$ cat config.mk
export PLATFORM = sky130hd
export DESIGN_NAME = pwmocs_top
export DESIGN_NICKNAME = d
export VERILOG_FILES = /design/src/verilog/pwmocs_pkg.sv /design/src/verilog/pwmocs_top.sv
export SDC_FILE = /design/constraint.sdc
export NUM_CORES = 2
export LEC_CHECK = 0
export BUFFER_PORTS_ARGS = -buffer_cell sky130_fd_sc_hd__buf_2
export CORE_MARGIN = 2
export CORE_UTILIZATION = 35
export DETAILED_ROUTE_END_ITERATION = 6
export GPL_ROUTABILITY_DRIVEN = 0
export GPL_TIMING_DRIVEN = 0
export SYNTH_ARGS = -nofsm -noshare
export SYNTH_HDL_FRONTEND = slang
export SYNTH_SLANG_ARGS = --single-unit
$ cat constraint.sdc
create_clock -name hclk -period 17.58 [get_ports hclk]
set_input_delay 0.879 -clock hclk [delete_from_list [all_inputs] [get_ports hclk]]
set_output_delay 0.879 -clock hclk [all_outputs]
set_load 0.05 [all_outputs]
$ cat src/verilog/pwmocs_pkg.sv
// Package for the PWM output control stage: register map, field layout, reset values.
// Assumes a single AHB-Lite master and 32-bit aligned word accesses.
package pwmocs_pkg;

    // Register map: per-unit blocks with a fixed stride, globals above them
    localparam int PWMOCS_ADDR_W = 12;
    localparam int PWMOCS_UNIT_SHIFT = 6;
    localparam int PWMOCS_UNIT_IDX_W = 2;
    localparam int PWMOCS_OFF_W = 6;
    localparam logic [11:0] PWMOCS_GLOBAL_BASE = 12'h100;

    // Offsets inside one unit block
    localparam logic [5:0] OFF_UNIT_CONTROL = 6'h00;
    localparam logic [5:0] OFF_UNIT_STATUS = 6'h04;
    localparam logic [5:0] OFF_PERIOD_COUNT = 6'h08;
    localparam logic [5:0] OFF_DUTY_CHAN_A = 6'h0C;
    localparam logic [5:0] OFF_DUTY_CHAN_B = 6'h10;
    localparam logic [5:0] OFF_DUTY_CHAN_A_LOW = 6'h14;
    localparam logic [5:0] OFF_DEAD_TIME_COUNT = 6'h18;
    localparam logic [5:0] OFF_OUTPUT_DISABLE = 6'h1C;
    localparam logic [5:0] OFF_POLARITY_SELECT = 6'h20;
    localparam logic [5:0] OFF_PIN_READBACK = 6'h24;

    // Offsets inside the global block
    localparam logic [5:0] OFF_GLOBAL_CONTROL = 6'h00;
    localparam logic [5:0] OFF_GLOBAL_IRQ_STATUS = 6'h04;

    // Field positions
    localparam int BIT_IRQ_ENABLE = 0;
    localparam int BIT_DOUBLE_UPDATE = 1;
    localparam int BIT_PHASE = 0;
    localparam int BIT_SWAP_PAIR_A = 4;
    localparam int BIT_SWAP_PAIR_B = 5;
    localparam int BIT_SYNC_BASE = 4;

    // Pin order inside a four-bit output group
    localparam int PIN_AH = 0;
    localparam int PIN_AL = 1;
    localparam int PIN_BH = 2;
    localparam int PIN_BL = 3;

    // Reset values
    localparam logic [15:0] RST_PERIOD = 16'h0000;
    localparam logic [15:0] RST_DUTY = 16'h0000;
    localparam logic [15:0] RST_DEAD = 16'h0000;
    localparam logic [5:0] RST_DISABLE = 6'h00;
    localparam logic [3:0] RST_POLARITY = 4'h0;
    localparam logic [1:0] RST_CONTROL = 2'h0;

    // AHB-Lite encodings
    localparam logic [1:0] HTRANS_NONSEQ = 2'h2;
    localparam logic HRESP_OKAY = 1'b0;

endpackage

$ cat src/verilog/pwmocs_top.sv
// PWM output control stage: center-aligned two-pair PWM units with an AHB-Lite register slave.
// Assumes hclk is the peripheral clock, single-word AHB-Lite transfers, one bus slave.
// Summary of operation
// - Per-unit polarity select picks active-high or active-low pins, latched at boundaries.
// - Duty and period values are held as sixteen-bit counts.
// - Single-update mode reuses one duty value for both half periods.
// - Double-update mode reloads duty values at the midpoint for the second half.
// - Channel A duty drives the A pins (the low-side signal only until the low-side duty register is written), channel B duty the B pins, two's complement.
// - Duty offsets high-side on-time from half of each half period; zero gives fifty percent.
// - Switching edges of each pair are moved by the dead-time count.
// - Timing unit signals are active high; with the polarity bit clear, a low pin turns the power device on.
// - Output-disable bits zero to three force their outputs off regardless of duty.
// - Disable changes take effect at period start, also at midpoint in double-update.
// - Reset clears all four output-disable bits.
// - Crossover routes the high-side signal to the low pin and vice versa.
// - Reset clears both crossover bits.
// - Dead time is applied after the crossover swap.
// - Each period start flags the unit; delivery needs its interrupt-enable bit.
// - Global status shows the source unit; software clears flags by writing ones.
// - A per-unit readback register returns the present state of its four pins.
// - Global control holds run and sync bits; writing it starts enabled units.
// - A programmed low-side duty register independently steers whichever A pin carries the low-side signal.
// - Unit status shows whether the timer is in the first or second half.
//
// The AHB-Lite slave port and the placing of the registers were chosen for this implementation.
`timescale 1ns/1ps

module pwmocs_top
    import pwmocs_pkg::*;
#(
    parameter int NUM_UNITS = 4
) (
    input wire logic hclk,
    input wire logic hresetn,
    input wire logic hsel,
    input wire logic [31:0] haddr,
    input wire logic [1:0] htrans,
    input wire logic hwrite,
    input wire logic [2:0] hsize,
    input wire logic [31:0] hwdata,
    input wire logic hready,
    output logic hreadyout,
    output logic hresp,
    output logic [31:0] hrdata,
    output logic pwm_irq,
    output logic [NUM_UNITS-1:0] pair_a_high_pin,
    output logic [NUM_UNITS-1:0] pair_a_low_pin,
    output logic [NUM_UNITS-1:0] pair_b_high_pin,
    output logic [NUM_UNITS-1:0] pair_b_low_pin
);

    ////////////////////////////////////////////////////////////////////////////////
    // Helper functions

    // Half period length, never below one clock
    function automatic logic [15:0] half_of(input logic [15:0] per);
        half_of = (per == 16'h0000) ? 16'h0001 : per;
    endfunction

    // On-time per half period after dead time, signed
    function automatic logic signed [17:0] on_time(input logic [15:0] half,
                                                  input logic [15:0] duty,
                                                  input logic neg,
                                                  input logic [15:0] dead);
        logic signed [17:0] q;
        logic signed [17:0] d;
        q = $signed({3'b000, half[15:1]});
        d = $signed({{2{duty[15]}}, duty});
        on_time = (neg ? (q - d) : (q + d)) - $signed({2'b00, dead});
    endfunction

    // Commanded-on test: center-placed (high side) or edge-placed (low side) window
    function automatic logic pin_on(input logic [15:0] cnt, input logic [15:0] half,
                                    input logic signed [17:0] on, input logic center);
        logic signed [17:0] c;
        logic signed [17:0] h;
        c = $signed({2'b00, cnt});
        h = $signed({2'b00, half});
        pin_on = center ? (c >= (h - on)) : (c < on);
    endfunction

    ////////////////////////////////////////////////////////////////////////////////
    // Register storage

    logic [1:0] unit_control [NUM_UNITS];
    logic [15:0] period_count [NUM_UNITS];
    logic [15:0] duty_chan_a [NUM_UNITS];
    logic [15:0] duty_chan_b [NUM_UNITS];
    logic [15:0] duty_chan_a_low [NUM_UNITS];
    logic [NUM_UNITS-1:0] low_duty_programmed;
    logic [15:0] dead_time_count [NUM_UNITS];
    logic [5:0] output_disable [NUM_UNITS];
    logic [3:0] polarity_select [NUM_UNITS];
    logic [NUM_UNITS-1:0] unit_run_bit, timer_sync_enable, global_irq_status;

    // Shadow copies used by the timing logic
    logic [15:0] sh_period [NUM_UNITS];
    logic [15:0] sh_duty_a [NUM_UNITS];
    logic [15:0] sh_duty_b [NUM_UNITS];
    logic [15:0] sh_duty_al [NUM_UNITS];
    logic [NUM_UNITS-1:0] sh_al_prog;
    logic [15:0] sh_dead [NUM_UNITS];
    logic [5:0] sh_disable [NUM_UNITS];
    logic [3:0] sh_polarity [NUM_UNITS];

    // Timer state
    logic [15:0] count [NUM_UNITS];
    logic [NUM_UNITS-1:0] phase, run_d, period_start, midpoint, shadow_load;
    logic [3:0] next_pins [NUM_UNITS];

    ////////////////////////////////////////////////////////////////////////////////
    // AHB-Lite slave: address phase capture, zero wait states

    logic wr_pending, addr_valid;
    logic [11:0] wr_addr, a_addr;
    logic [31:0] next_rdata;

    assign addr_valid = hsel && (htrans == HTRANS_NONSEQ) && hready;
    assign a_addr = haddr[11:0];

    // Write request held from address phase into data phase
    always_ff @(posedge hclk or negedge hresetn) begin
        if (!hresetn) begin
            wr_pending <= 1'b0;
            wr_addr <= 12'h000;
        end else begin
            wr_pending <= addr_valid && hwrite;
            if (addr_valid) begin
                wr_addr <= a_addr;
            end
        end
    end

    // Bus handshake outputs
    always_ff @(posedge hclk or negedge hresetn) begin
        if (!hresetn) begin
            hreadyout <= 1'b0;
            hresp <= HRESP_OKAY;
        end else begin
            hreadyout <= 1'b1;
            hresp <= HRESP_OKAY;
        end
    end

    // Write decode helpers
    logic wr_global;
    logic [PWMOCS_UNIT_IDX_W-1:0] wr_unit;
    logic [5:0] wr_off;
    assign wr_global = wr_pending && (wr_addr[11:6] == PWMOCS_GLOBAL_BASE[11:6]);
    assign wr_unit = wr_addr[PWMOCS_UNIT_SHIFT +: PWMOCS_UNIT_IDX_W];
    assign wr_off = wr_addr[5:0];

    // Read mux, built from the address phase so data stands in the data phase
    always_comb begin
        logic [PWMOCS_UNIT_IDX_W-1:0] u;
        u = a_addr[PWMOCS_UNIT_SHIFT +: PWMOCS_UNIT_IDX_W];
        next_rdata = 32'h0000_0000;
        if (a_addr[11:6] == PWMOCS_GLOBAL_BASE[11:6]) begin
            case (a_addr[5:0])
                OFF_GLOBAL_CONTROL: begin
                    next_rdata[NUM_UNITS-1:0] = unit_run_bit;
                    next_rdata[BIT_SYNC_BASE +: NUM_UNITS] = timer_sync_enable;
                end
                OFF_GLOBAL_IRQ_STATUS: next_rdata[NUM_UNITS-1:0] = global_irq_status;
                default: next_rdata = 32'h0000_0000;
            endcase
        end else if (a_addr[11:8] == 4'h0 && int'(u) < NUM_UNITS) begin
            case (a_addr[5:0])
                OFF_UNIT_CONTROL: next_rdata[1:0] = unit_control[u];
                OFF_UNIT_STATUS: next_rdata[BIT_PHASE] = phase[u];
                OFF_PERIOD_COUNT: next_rdata[15:0] = period_count[u];
                OFF_DUTY_CHAN_A: next_rdata[15:0] = duty_chan_a[u];
                OFF_DUTY_CHAN_B: next_rdata[15:0] = duty_chan_b[u];
                OFF_DUTY_CHAN_A_LOW: next_rdata[15:0] = duty_chan_a_low[u];
                OFF_DEAD_TIME_COUNT: next_rdata[15:0] = dead_time_count[u];
                OFF_OUTPUT_DISABLE: next_rdata[5:0] = output_disable[u];
                OFF_POLARITY_SELECT: next_rdata[3:0] = polarity_select[u];
                OFF_PIN_READBACK: begin
                    next_rdata[PIN_AH] = pair_a_high_pin[u];
                    next_rdata[PIN_AL] = pair_a_low_pin[u];
                    next_rdata[PIN_BH] = pair_b_high_pin[u];
                    next_rdata[PIN_BL] = pair_b_low_pin[u];
                end
                default: next_rdata = 32'h0000_0000;
            endcase
        end
    end

    // Read data register
    always_ff @(posedge hclk or negedge hresetn) begin
        if (!hresetn) begin
            hrdata <= 32'h0000_0000;
        end else if (addr_valid && !hwrite) begin
            hrdata <= next_rdata;
        end
    end

    ////////////////////////////////////////////////////////////////////////////////
    // Per-unit software registers

    always_ff @(posedge hclk or negedge hresetn) begin
        if (!hresetn) begin
            for (int i = 0; i < NUM_UNITS; i++) begin
                unit_control[i] <= RST_CONTROL;
                period_count[i] <= RST_PERIOD;
                duty_chan_a[i] <= RST_DUTY;
                duty_chan_b[i] <= RST_DUTY;
                duty_chan_a_low[i] <= RST_DUTY;
                dead_time_count[i] <= RST_DEAD;
                output_disable[i] <= RST_DISABLE;
                polarity_select[i] <= RST_POLARITY;
            end
            low_duty_programmed <= '0;
        end else if (wr_pending && wr_addr[11:8] == 4'h0) begin
            for (int i = 0; i < NUM_UNITS; i++) begin
                if (int'(wr_unit) == i) begin
                    case (wr_off)
                        OFF_UNIT_CONTROL: unit_control[i] <= hwdata[1:0];
                        OFF_PERIOD_COUNT: period_count[i] <= hwdata[15:0];
                        OFF_DUTY_CHAN_A: duty_chan_a[i] <= hwdata[15:0];
                        OFF_DUTY_CHAN_B: duty_chan_b[i] <= hwdata[15:0];
                        OFF_DUTY_CHAN_A_LOW: begin
                            duty_chan_a_low[i] <= hwdata[15:0];
                            low_duty_programmed[i] <= 1'b1;
                        end
                        OFF_DEAD_TIME_COUNT: dead_time_count[i] <= hwdata[15:0];
                        OFF_OUTPUT_DISABLE: output_disable[i] <= hwdata[5:0];
                        OFF_POLARITY_SELECT: polarity_select[i] <= hwdata[3:0];
                        default: ;
                    endcase
                end
            end
        end
    end

    ////////////////////////////////////////////////////////////////////////////////
    // Global control and status

    // Run and sync bits; a write here starts the enabled units
    always_ff @(posedge hclk or negedge hresetn) begin
        if (!hresetn) begin
            unit_run_bit <= '0;
            timer_sync_enable <= '0;
        end else if (wr_global && wr_off == OFF_GLOBAL_CONTROL) begin
            unit_run_bit <= hwdata[NUM_UNITS-1:0];
            timer_sync_enable <= hwdata[BIT_SYNC_BASE +: NUM_UNITS];
        end
    end

    // Sticky source flags: write one to clear, a new period start wins
    always_ff @(posedge hclk or negedge hresetn) begin
        if (!hresetn) begin
            global_irq_status <= '0;
        end else begin
            for (int i = 0; i < NUM_UNITS; i++) begin
                if (period_start[i]) begin
                    global_irq_status[i] <= 1'b1;
                end else if (wr_global && wr_off == OFF_GLOBAL_IRQ_STATUS && hwdata[i]) begin
                    global_irq_status[i] <= 1'b0;
                end
            end
        end
    end

    // Interrupt line gated by each unit's enable bit
    always_ff @(posedge hclk or negedge hresetn) begin
        if (!hresetn) begin
            pwm_irq <= 1'b0;
        end else begin
            pwm_irq <= 1'b0;
            for (int i = 0; i < NUM_UNITS; i++) begin
                if (global_irq_status[i] && unit_control[i][BIT_IRQ_ENABLE]) begin
                    pwm_irq <= 1'b1;
                end
            end
        end
    end

    ////////////////////////////////////////////////////////////////////////////////
    // Timer events

    always_comb begin
        for (int i = 0; i < NUM_UNITS; i++) begin
            period_start[i] = unit_run_bit[i] &&
                              ((phase[i] && count[i] == 16'h0000) || !run_d[i]);
            midpoint[i] = unit_run_bit[i] && run_d[i] && !phase[i] &&
                          (count[i] >= half_of(sh_period[i]) - 16'h0001);
            shadow_load[i] = !unit_run_bit[i] || period_start[i] ||
                             (midpoint[i] && unit_control[i][BIT_DOUBLE_UPDATE]);
        end
    end

    // Up count in the first half, down count in the second
    always_ff @(posedge hclk or negedge hresetn) begin
        if (!hresetn) begin
            count <= '{default: 16'h0000};
            phase <= '0;
            run_d <= '0;
        end else begin
            run_d <= unit_run_bit;
            for (int i = 0; i < NUM_UNITS; i++) begin
                if (!unit_run_bit[i] || !run_d[i]) begin
                    count[i] <= 16'h0000;
                    phase[i] <= 1'b0;
                end else if (!phase[i]) begin
                    if (midpoint[i]) begin
                        phase[i] <= 1'b1;
                    end else begin
                        count[i] <= count[i] + 16'h0001;
                    end
                end else if (count[i] == 16'h0000) begin
                    phase[i] <= 1'b0;
                end else begin
                    count[i] <= count[i] - 16'h0001;
                end
            end
        end
    end

    // Shadow registers reloaded at the period boundary and, in double-update, midpoint
    always_ff @(posedge hclk or negedge hresetn) begin
        if (!hresetn) begin
            sh_period <= '{default: RST_PERIOD};
            sh_duty_a <= '{default: RST_DUTY};
            sh_duty_b <= '{default: RST_DUTY};
            sh_duty_al <= '{default: RST_DUTY};
            sh_dead <= '{default: RST_DEAD};
            sh_disable <= '{default: RST_DISABLE};
            sh_polarity <= '{default: RST_POLARITY};
            sh_al_prog <= '0;
        end else begin
            for (int i = 0; i < NUM_UNITS; i++) begin
                if (shadow_load[i]) begin
                    sh_period[i] <= period_count[i];
                    sh_duty_a[i] <= duty_chan_a[i];
                    sh_duty_b[i] <= duty_chan_b[i];
                    sh_duty_al[i] <= duty_chan_a_low[i];
                    sh_al_prog[i] <= low_duty_programmed[i];
                    sh_dead[i] <= dead_time_count[i];
                    sh_disable[i] <= output_disable[i];
                    sh_polarity[i] <= polarity_select[i];
                end
            end
        end
    end

    ////////////////////////////////////////////////////////////////////////////////
    // Output control: crossover, dead time, disable, polarity

    always_comb begin
        logic [15:0] hf, low_a;
        logic signed [17:0] on_ah, on_al, on_bh, on_bl;
        logic sw_a, sw_b;
        logic [3:0] cmd;
        {hf, low_a} = 32'h0000_0000;
        {on_ah, on_al, on_bh, on_bl} = '0;
        {sw_a, sw_b} = 2'b00;
        cmd = 4'h0;
        for (int i = 0; i < NUM_UNITS; i++) begin
            hf = half_of(sh_period[i]);
            low_a = sh_al_prog[i] ? sh_duty_al[i] : sh_duty_a[i];
            sw_a = sh_disable[i][BIT_SWAP_PAIR_A];
            sw_b = sh_disable[i][BIT_SWAP_PAIR_B];
            // Swapped pins take the other side's waveform before dead time is cut
            on_ah = sw_a ? on_time(hf, low_a, 1'b1, sh_dead[i])
                         : on_time(hf, sh_duty_a[i], 1'b0, sh_dead[i]);
            on_al = sw_a ? on_time(hf, sh_duty_a[i], 1'b0, sh_dead[i])
                         : on_time(hf, low_a, 1'b1, sh_dead[i]);
            on_bh = sw_b ? on_time(hf, sh_duty_b[i], 1'b1, sh_dead[i])
                         : on_time(hf, sh_duty_b[i], 1'b0, sh_dead[i]);
            on_bl = sw_b ? on_time(hf, sh_duty_b[i], 1'b0, sh_dead[i])
                         : on_time(hf, sh_duty_b[i], 1'b1, sh_dead[i]);
            cmd[PIN_AH] = pin_on(count[i], hf, on_ah, !sw_a);
            cmd[PIN_AL] = pin_on(count[i], hf, on_al, sw_a);
            cmd[PIN_BH] = pin_on(count[i], hf, on_bh, !sw_b);
            cmd[PIN_BL] = pin_on(count[i], hf, on_bl, sw_b);
            // Disabled or stopped outputs are off
            cmd = cmd & ~sh_disable[i][3:0] & {4{unit_run_bit[i] & run_d[i]}};
            // Polarity bit clear: active low, on commands a low level
            next_pins[i] = ~(cmd ^ sh_polarity[i]);
        end
    end

    // Registered pins
    always_ff @(posedge hclk or negedge hresetn) begin
        if (!hresetn) begin
            {pair_a_high_pin, pair_a_low_pin, pair_b_high_pin, pair_b_low_pin} <= '1;
        end else begin
            for (int i = 0; i < NUM_UNITS; i++) begin
                pair_a_high_pin[i] <= next_pins[i][PIN_AH];
                pair_a_low_pin[i] <= next_pins[i][PIN_AL];
                pair_b_high_pin[i] <= next_pins[i][PIN_BH];
                pair_b_low_pin[i] <= next_pins[i][PIN_BL];
            end
        end
    end

endmodule
# After elaboration in Yosys (flattened, before gate mapping)

Index checks and enable logic that the tools add are counted.

Flip-flop bits (word level): 883
Bits of input ports: 74
Word-level logic and storage cells: 492

Add/sub/neg operators: 60
$lt $le $gt $ge: 38
Equality and inequality tests: 31
Muxes and demuxes: 127
Bitwise gates (word level): 25
Reductions and logical operators: 122

Operator list:

| operator                                              | count |
|---|---|
| 2-to-1 mux 16 bit                                     | 36 |
| greater-or-equal comparator 17 x 18 -> 1 bit          | 16 |
| less-than comparator 17 x 18 -> 1 bit                 | 16 |
| 2-to-1 mux 18 bit                                     | 16 |
| subtractor 17 x 18 -> 18 bit                          | 16 |
| subtractor 17 x 17 -> 18 bit                          | 12 |
| binary-select mux 16 bit (select 2 bit)               | 5 |
| adder 16 x 16 -> 17 bit                               | 8 |
| subtractor 16 x 16 -> 17 bit                          | 8 |
| zero test 16 bit                                      | 8 |
| subtractor 16 x 1 -> 16 bit, second input constant    | 8 |
| AND reduction 3 bit                                   | 32 |
| subtractor 18 x 17 -> 18 bit                          | 4 |
| adder 16 x 1 -> 16 bit, second input constant         | 4 |
| greater-or-equal comparator 16 bit                    | 4 |
| one-hot mux 10 bit (5 select lines)                   | 1 |
| 2-to-1 mux 1 bit                                      | 49 |
| == test 6 x 5 -> 1 bit, second input constant         | 8 |
| logical AND 1 bit                                     | 40 |
| AND 4 bit                                             | 8 |
| inverter 4 bit                                        | 8 |
| == test 6 x 3 -> 1 bit, second input constant         | 4 |
| == test 6 x 4 -> 1 bit, second input constant         | 4 |
| inequality test 3 x 2 -> 1 bit, second input constant | 8 |
| other kinds (27)                                      | 80 |

# Depth between registers and ports, before layout

Depth after elaboration: 12
Depth in mapped cells: 38
Mapped depth without buffers: 37

# Least setup slack after synthesis

OpenSTA, ideal clock, no wires.

Path kind: reg-to-reg
Start point: reg sh_al_prog[2]
End point: reg pair_a_low_pin[2]
Setup time: 0.075 ns
Arrival time: 7.416 ns
Data required time: 17.505 ns
Slack: 10.088 ns
Stages on the path, launching flop included: 31
Path through: dfrtp_1 > clkbuf_1 > clkbuf_1 > mux2i_1 > fa_1 > ha_1 > o21ai_1 > nor2_1 > nor2_1 > mux2i_1 > ha_1 > a21boi_0 > o21ai_0 > nand2b_1 > maj3_2 > maj3_2 > maj3_2 > maj3_2 > maj3_2 > maj3_2 > maj3_2 > a21o_1 > a21oi_1 > xor2_1 > ha_1 > a21oi_1 > nand3b_1 > o221ai_1 > o32ai_1 > o41a_1 > xnor2_1

RTL lines:

| what                              | line              | source |
|---|---|---|
| from (decl)                       | pwmocs_top.sv:101 | `logic [NUM_UNITS-1:0] sh_al_prog;` |
| from (signal, indexed assignment) | pwmocs_top.sv:338 | `sh_al_prog[i] <= low_duty_programmed[i];` |
| to (signal, indexed assignment)   | pwmocs_top.sv:391 | `pair_a_low_pin[i] <= next_pins[i][PIN_AL];` |
| to (decl)                         | pwmocs_top.sv:47  | `output logic [NUM_UNITS-1:0] pair_a_low_pin,` |

==> metrics.log <==
INFO  metric status = finished with violations
INFO  metric violated_checks = design-rule violations, max-capacitance violations, max-slew violations
INFO  metric worst_path_cell_with_the_longest_stage_delay = sky130_fd_sc_hd__a2111oi_0
INFO  metric rsz0062_at_grt = false
INFO  metric root_buffer = sky130_fd_sc_hd__clkbuf_16
INFO  metric mean_post_synth_cell_area = 9.60 µm²
INFO  metric use_met3 = 0.0576
INFO  metric synth.yosys.warnings = 0
INFO  metric total_switching_power = between 0.006 and 0.007 W
INFO  metric post_synth_num_cell_types = roughly 100
INFO  metric viasPerCell = between 5 and 6
INFO  metric clock_path_buffers = 3
INFO  metric cts.sink_count = between 800 and 900
INFO  metric final.setup_skew = roughly 0.086 ns
INFO  metric critPathMostFrequentCell = sky130_fd_sc_hd__clkbuf_1
INFO  metric setup-violations-final = 0
INFO  metric first_global_vias = 72553
INFO  metric synth_ff_type = sky130_fd_sc_hd__dfrtp_1
INFO  metric most-common-layout-cells = sky130_fd_sc_hd__ha_1, sky130_fd_sc_hd__dfrtp_1, sky130_fd_sc_hd__mux2_2
INFO  metric report.final.slew_viol_count = 5
INFO  metric timing.final.crit_period = 10.35 ns
INFO  metric setup_tns = 0 ns
INFO  metric fp.dieH = ~500 µm
INFO  metric p_per_area = roughly 140 nW/µm²
INFO  metric fmaxAchievable = a little under 0.1 GHz
INFO  metric static-leakage-power = between 40 and 50 nW
INFO  metric grt_antenna_before_repair = 43
INFO  metric post_drt_wl_per_cell = between 20 and 30 µm
INFO  metric combPwrFrac = 0.651
INFO  metric drt-pass1-iter-count = 7
INFO  metric grt.met2_usage = 0.386
INFO  metric synth.cell_area = ~87000 µm²
INFO  metric fp.coreArea = approximately 250000 µm²
INFO  metric fraction_of_layout_instances_using_a_drive_strength_above_1 = 0.138
INFO  metric seq_power_share = 0.186
INFO  metric critical-path-top-delay-family = compound AO/OA/AOI/OAI gates
INFO  metric initial_core_util = 0.353
INFO  metric min-delay-path-class = in -> async
INFO  metric ant_nets = 0
INFO  metric internal_power = between 0.006 and 0.007 W
INFO  metric crit_path_end_kind = register
INFO  metric report.final.hold_viol_count = 0
INFO  metric worstSetupPathType = reg -> reg
INFO  metric synth_edf_count = 0
INFO  metric grt_pass1_wl = roughly 470000 µm
INFO  metric syn-instance-count = roughly 9000
INFO  metric worstPathRequired = about 18 ns
INFO  metric top_level_ports = 125
INFO  metric vias = 74590
INFO  metric crit_path_max_fanout = 10
INFO  metric tightestPinTransition = around 1.7 ns
INFO  metric mostFrequentLayoutCell = sky130_fd_sc_hd__ha_1
INFO  metric power_frac_clock = 0.163
INFO  metric grt_max_degree = between 100 and 150
INFO  metric worst_case_vdd_ir_drop = about 86 µV
INFO  metric grt_util_all_layers = 0.250
INFO  metric cts_hold_buf = 0
INFO  metric hpwlAfterDp = about 270000 µm
INFO  metric synth.ff_latch_count = roughly 870
INFO  metric post-cts-setup-buffers = 0
INFO  metric die-width = about 500 µm
INFO  metric globalRoute.totalOverflow = 0
INFO  metric timing.max_cap.violations = 1
INFO  metric num_rows = around 180
INFO  metric timing.critical_path.from_type = register
INFO  metric syn2layout_area_growth = 9.37%
INFO  metric seq_total_area_yosys = 0.250
INFO  metric wl = ~320000 µm
INFO  metric grt_busiest_layer = met2
INFO  metric drc_errors = roughly 110
INFO  metric first_iter_violations = approximately 8000
INFO  metric async_reset_ff_frac = 1.00
INFO  metric worst-endpoint-arrival = around 11 ns
INFO  metric power.switching_fraction = 0.481
INFO  metric cts_resized = 0
INFO  metric h-tree-depth = 3
INFO  metric finalNetCount = around 11000
INFO  metric design.die.area = about 250000 µm²
INFO  metric worst_skew_pair.late_latency = ~0.8 ns
INFO  metric slowest_delay = ~1.1 ns
INFO  metric grtUsageMet1 = 0.317
INFO  metric cts_tree = yes
INFO  metric min_period_over_period = 0.589
INFO  metric numCtsBuffers = 95
INFO  metric slew_headroom = -0.122
INFO  metric clk_pin_slew_worst_paths = around 0.060 ns
INFO  metric critical_path_buf_inv_count = 7
INFO  metric fin_total_pwr = 0.0134 W
INFO  metric placement.io_buffers = 54
flip-flops by register name, indices dropped and copies added, names as in the netlist, 24 cells and up:
name and count:
dead_time_count 64, sh_duty_b 64, sh_duty_al 64, output_disable 24
duty_chan_a 64, duty_chan_b 64, count 64, duty_chan_a_low 64
period_count 64, sh_disable 24, sh_duty_a 64, sh_period 64
sh_dead 64
worst paths after layout:
kind                           startpoint            endpoint  slack (ns)  cells after the start
max in group asynchronous         hresetn       sh_duty_b[46]       15.16                      4
min in group hclk                  hwrite          wr_pending        0.34                      3
hold reg to reg            sh_polarity[6]  pair_b_high_pin[2]        0.42                      1
setup / recovery           sh_disable[16]   pair_a_low_pin[1]        7.23                     30
setup reg to reg           sh_disable[16]   pair_a_low_pin[1]        7.23                     30
hold / removal                    hresetn           count[17]        0.06                      1
power by group through the flow:
stage / Sequential [W] / Clock, W / Combinational [W]
finish: 0.00249 / 0.00217 / 0.00870
global route: 0.00249 / 0.00227 / 0.00957
CTS: 0.00247 / 0.00219 / 0.00853
detailed placement: 0.00250 / 0 / 0.00847
global placement: 0.00250 / 0 / 0.00825
floorplan: 0.00234 / 0 / 0.00636
cells in the mapped netlist, types with 35 or more instances:
cell,count,share of area
sky130_fd_sc_hd__inv_1,774,0.033
sky130_fd_sc_hd__nand2b_1,121,0.0087
sky130_fd_sc_hd__nor4_1,72,0.0052
sky130_fd_sc_hd__a21boi_0,45,0.0039
sky130_fd_sc_hd__buf_1,45,0.0019
sky130_fd_sc_hd__nor2_1,397,0.017
sky130_fd_sc_hd__clkbuf_1,350,0.015
sky130_fd_sc_hd__ha_1,948,0.14
sky130_fd_sc_hd__o211ai_1,73,0.0063
sky130_fd_sc_hd__a211oi_1,86,0.0074
sky130_fd_sc_hd__a31oi_1,88,0.0063
sky130_fd_sc_hd__xor2_1,129,0.013
sky130_fd_sc_hd__mux4_2,95,0.025
sky130_fd_sc_hd__a2111oi_0,39,0.0039
sky130_fd_sc_hd__maj3_1,78,0.0090
sky130_fd_sc_hd__a21oi_1,478,0.028
sky130_fd_sc_hd__dfrtp_1,851,0.25
sky130_fd_sc_hd__a21o_1,222,0.019
sky130_fd_sc_hd__or3_1,49,0.0035
sky130_fd_sc_hd__o21a_1,155,0.013
sky130_fd_sc_hd__nand4_1,85,0.0061
sky130_fd_sc_hd__mux2i_1,209,0.024
sky130_fd_sc_hd__o21ai_0,365,0.021
sky130_fd_sc_hd__nand3_1,111,0.0064
sky130_fd_sc_hd__and2_1,59,0.0042
sky130_fd_sc_hd__xnor2_1,454,0.046
sky130_fd_sc_hd__o21bai_1,77,0.0067
sky130_fd_sc_hd__fa_1,260,0.060
sky130_fd_sc_hd__nor3_1,162,0.0093
sky130_fd_sc_hd__o31ai_1,47,0.0041
sky130_fd_sc_hd__and3_1,50,0.0036
sky130_fd_sc_hd__nor2b_1,115,0.0083
sky130_fd_sc_hd__mux2_2,807,0.10
sky130_fd_sc_hd__or2_2,44,0.0032
sky130_fd_sc_hd__o41ai_1,35,0.0035
sky130_fd_sc_hd__nand2_1,392,0.017
routing by layer:
layer	vias to the layer above	wire, µm	share of wire
li1	33317	-	-
met1	37010	130000	0.40
met2	3455	141000	0.44
met3	782	29200	0.091
met4	26	22500	0.070
met5	-	167	0.00052
area by class of cell:
class | count | area [µm²]
Fill cell | 24566 | 151000
Multi-Input combinational cell | 6980 | 60600
Sequential cell | 867 | 21700
Tap cell | 3312 | 4140
Inverter | 798 | 3000
Clock buffer | 138 | 2750
Buffer | 423 | 1670
Clock inverter | 41 | 637
Timing Repair Buffer | 61 | 473
Antenna cell | 25 | 62.6
worst reg2reg max path: cells and delay by family, from the launching register on:
family | cells | cell delay [ns]
simple gates | 6 | 1.05
flops | 1 | 0.32
fa+ha+maj | 3 | 1.04
buf+inv | 7 | 3.40
compound gates | 11 | 3.58
xor+xnor | 2 | 0.39
mux | 1 | 0.38
logic make-up (layout without fill, tap and decap cells):
group,after synthesis,after routing,share of synthesized area
AND/OR/NAND/NOR,1803,1803,0.107
other,2,43,0.0000865
flip-flops,867,867,0.250
AO/OA/AOI/OAI,2166,2166,0.170
buffers and inverters,1221,1461,0.0537
XOR/XNOR,583,583,0.0588
adder cells (fa/ha/maj),1298,1298,0.207
multiplexers,1112,1112,0.153
stage by stage:
| stage | instance area, µm² | utilization | hold WS [ns] | setup WS [ns] | instances |
|---|---|---|---|---|---|
| after floorplan | 86900 | - | 0.402 | 10.09 | 9068 |
| after global placement | 91300 | 0.371 | 0.411 | -3.14 | 12434 |
| after detailed placement | 91600 | 0.372 | 0.420 | 7.71 | 12441 |
| after CTS | 94900 | 0.385 | 0.134 | 7.60 | 12620 |
| after global routing | 95000 | 0.385 | 0.137 | 6.62 | 12634 |
| final | 95000 | 0.386 | 0.0644 | 7.23 | 12645 |
(Power assumes the default switching activity.)
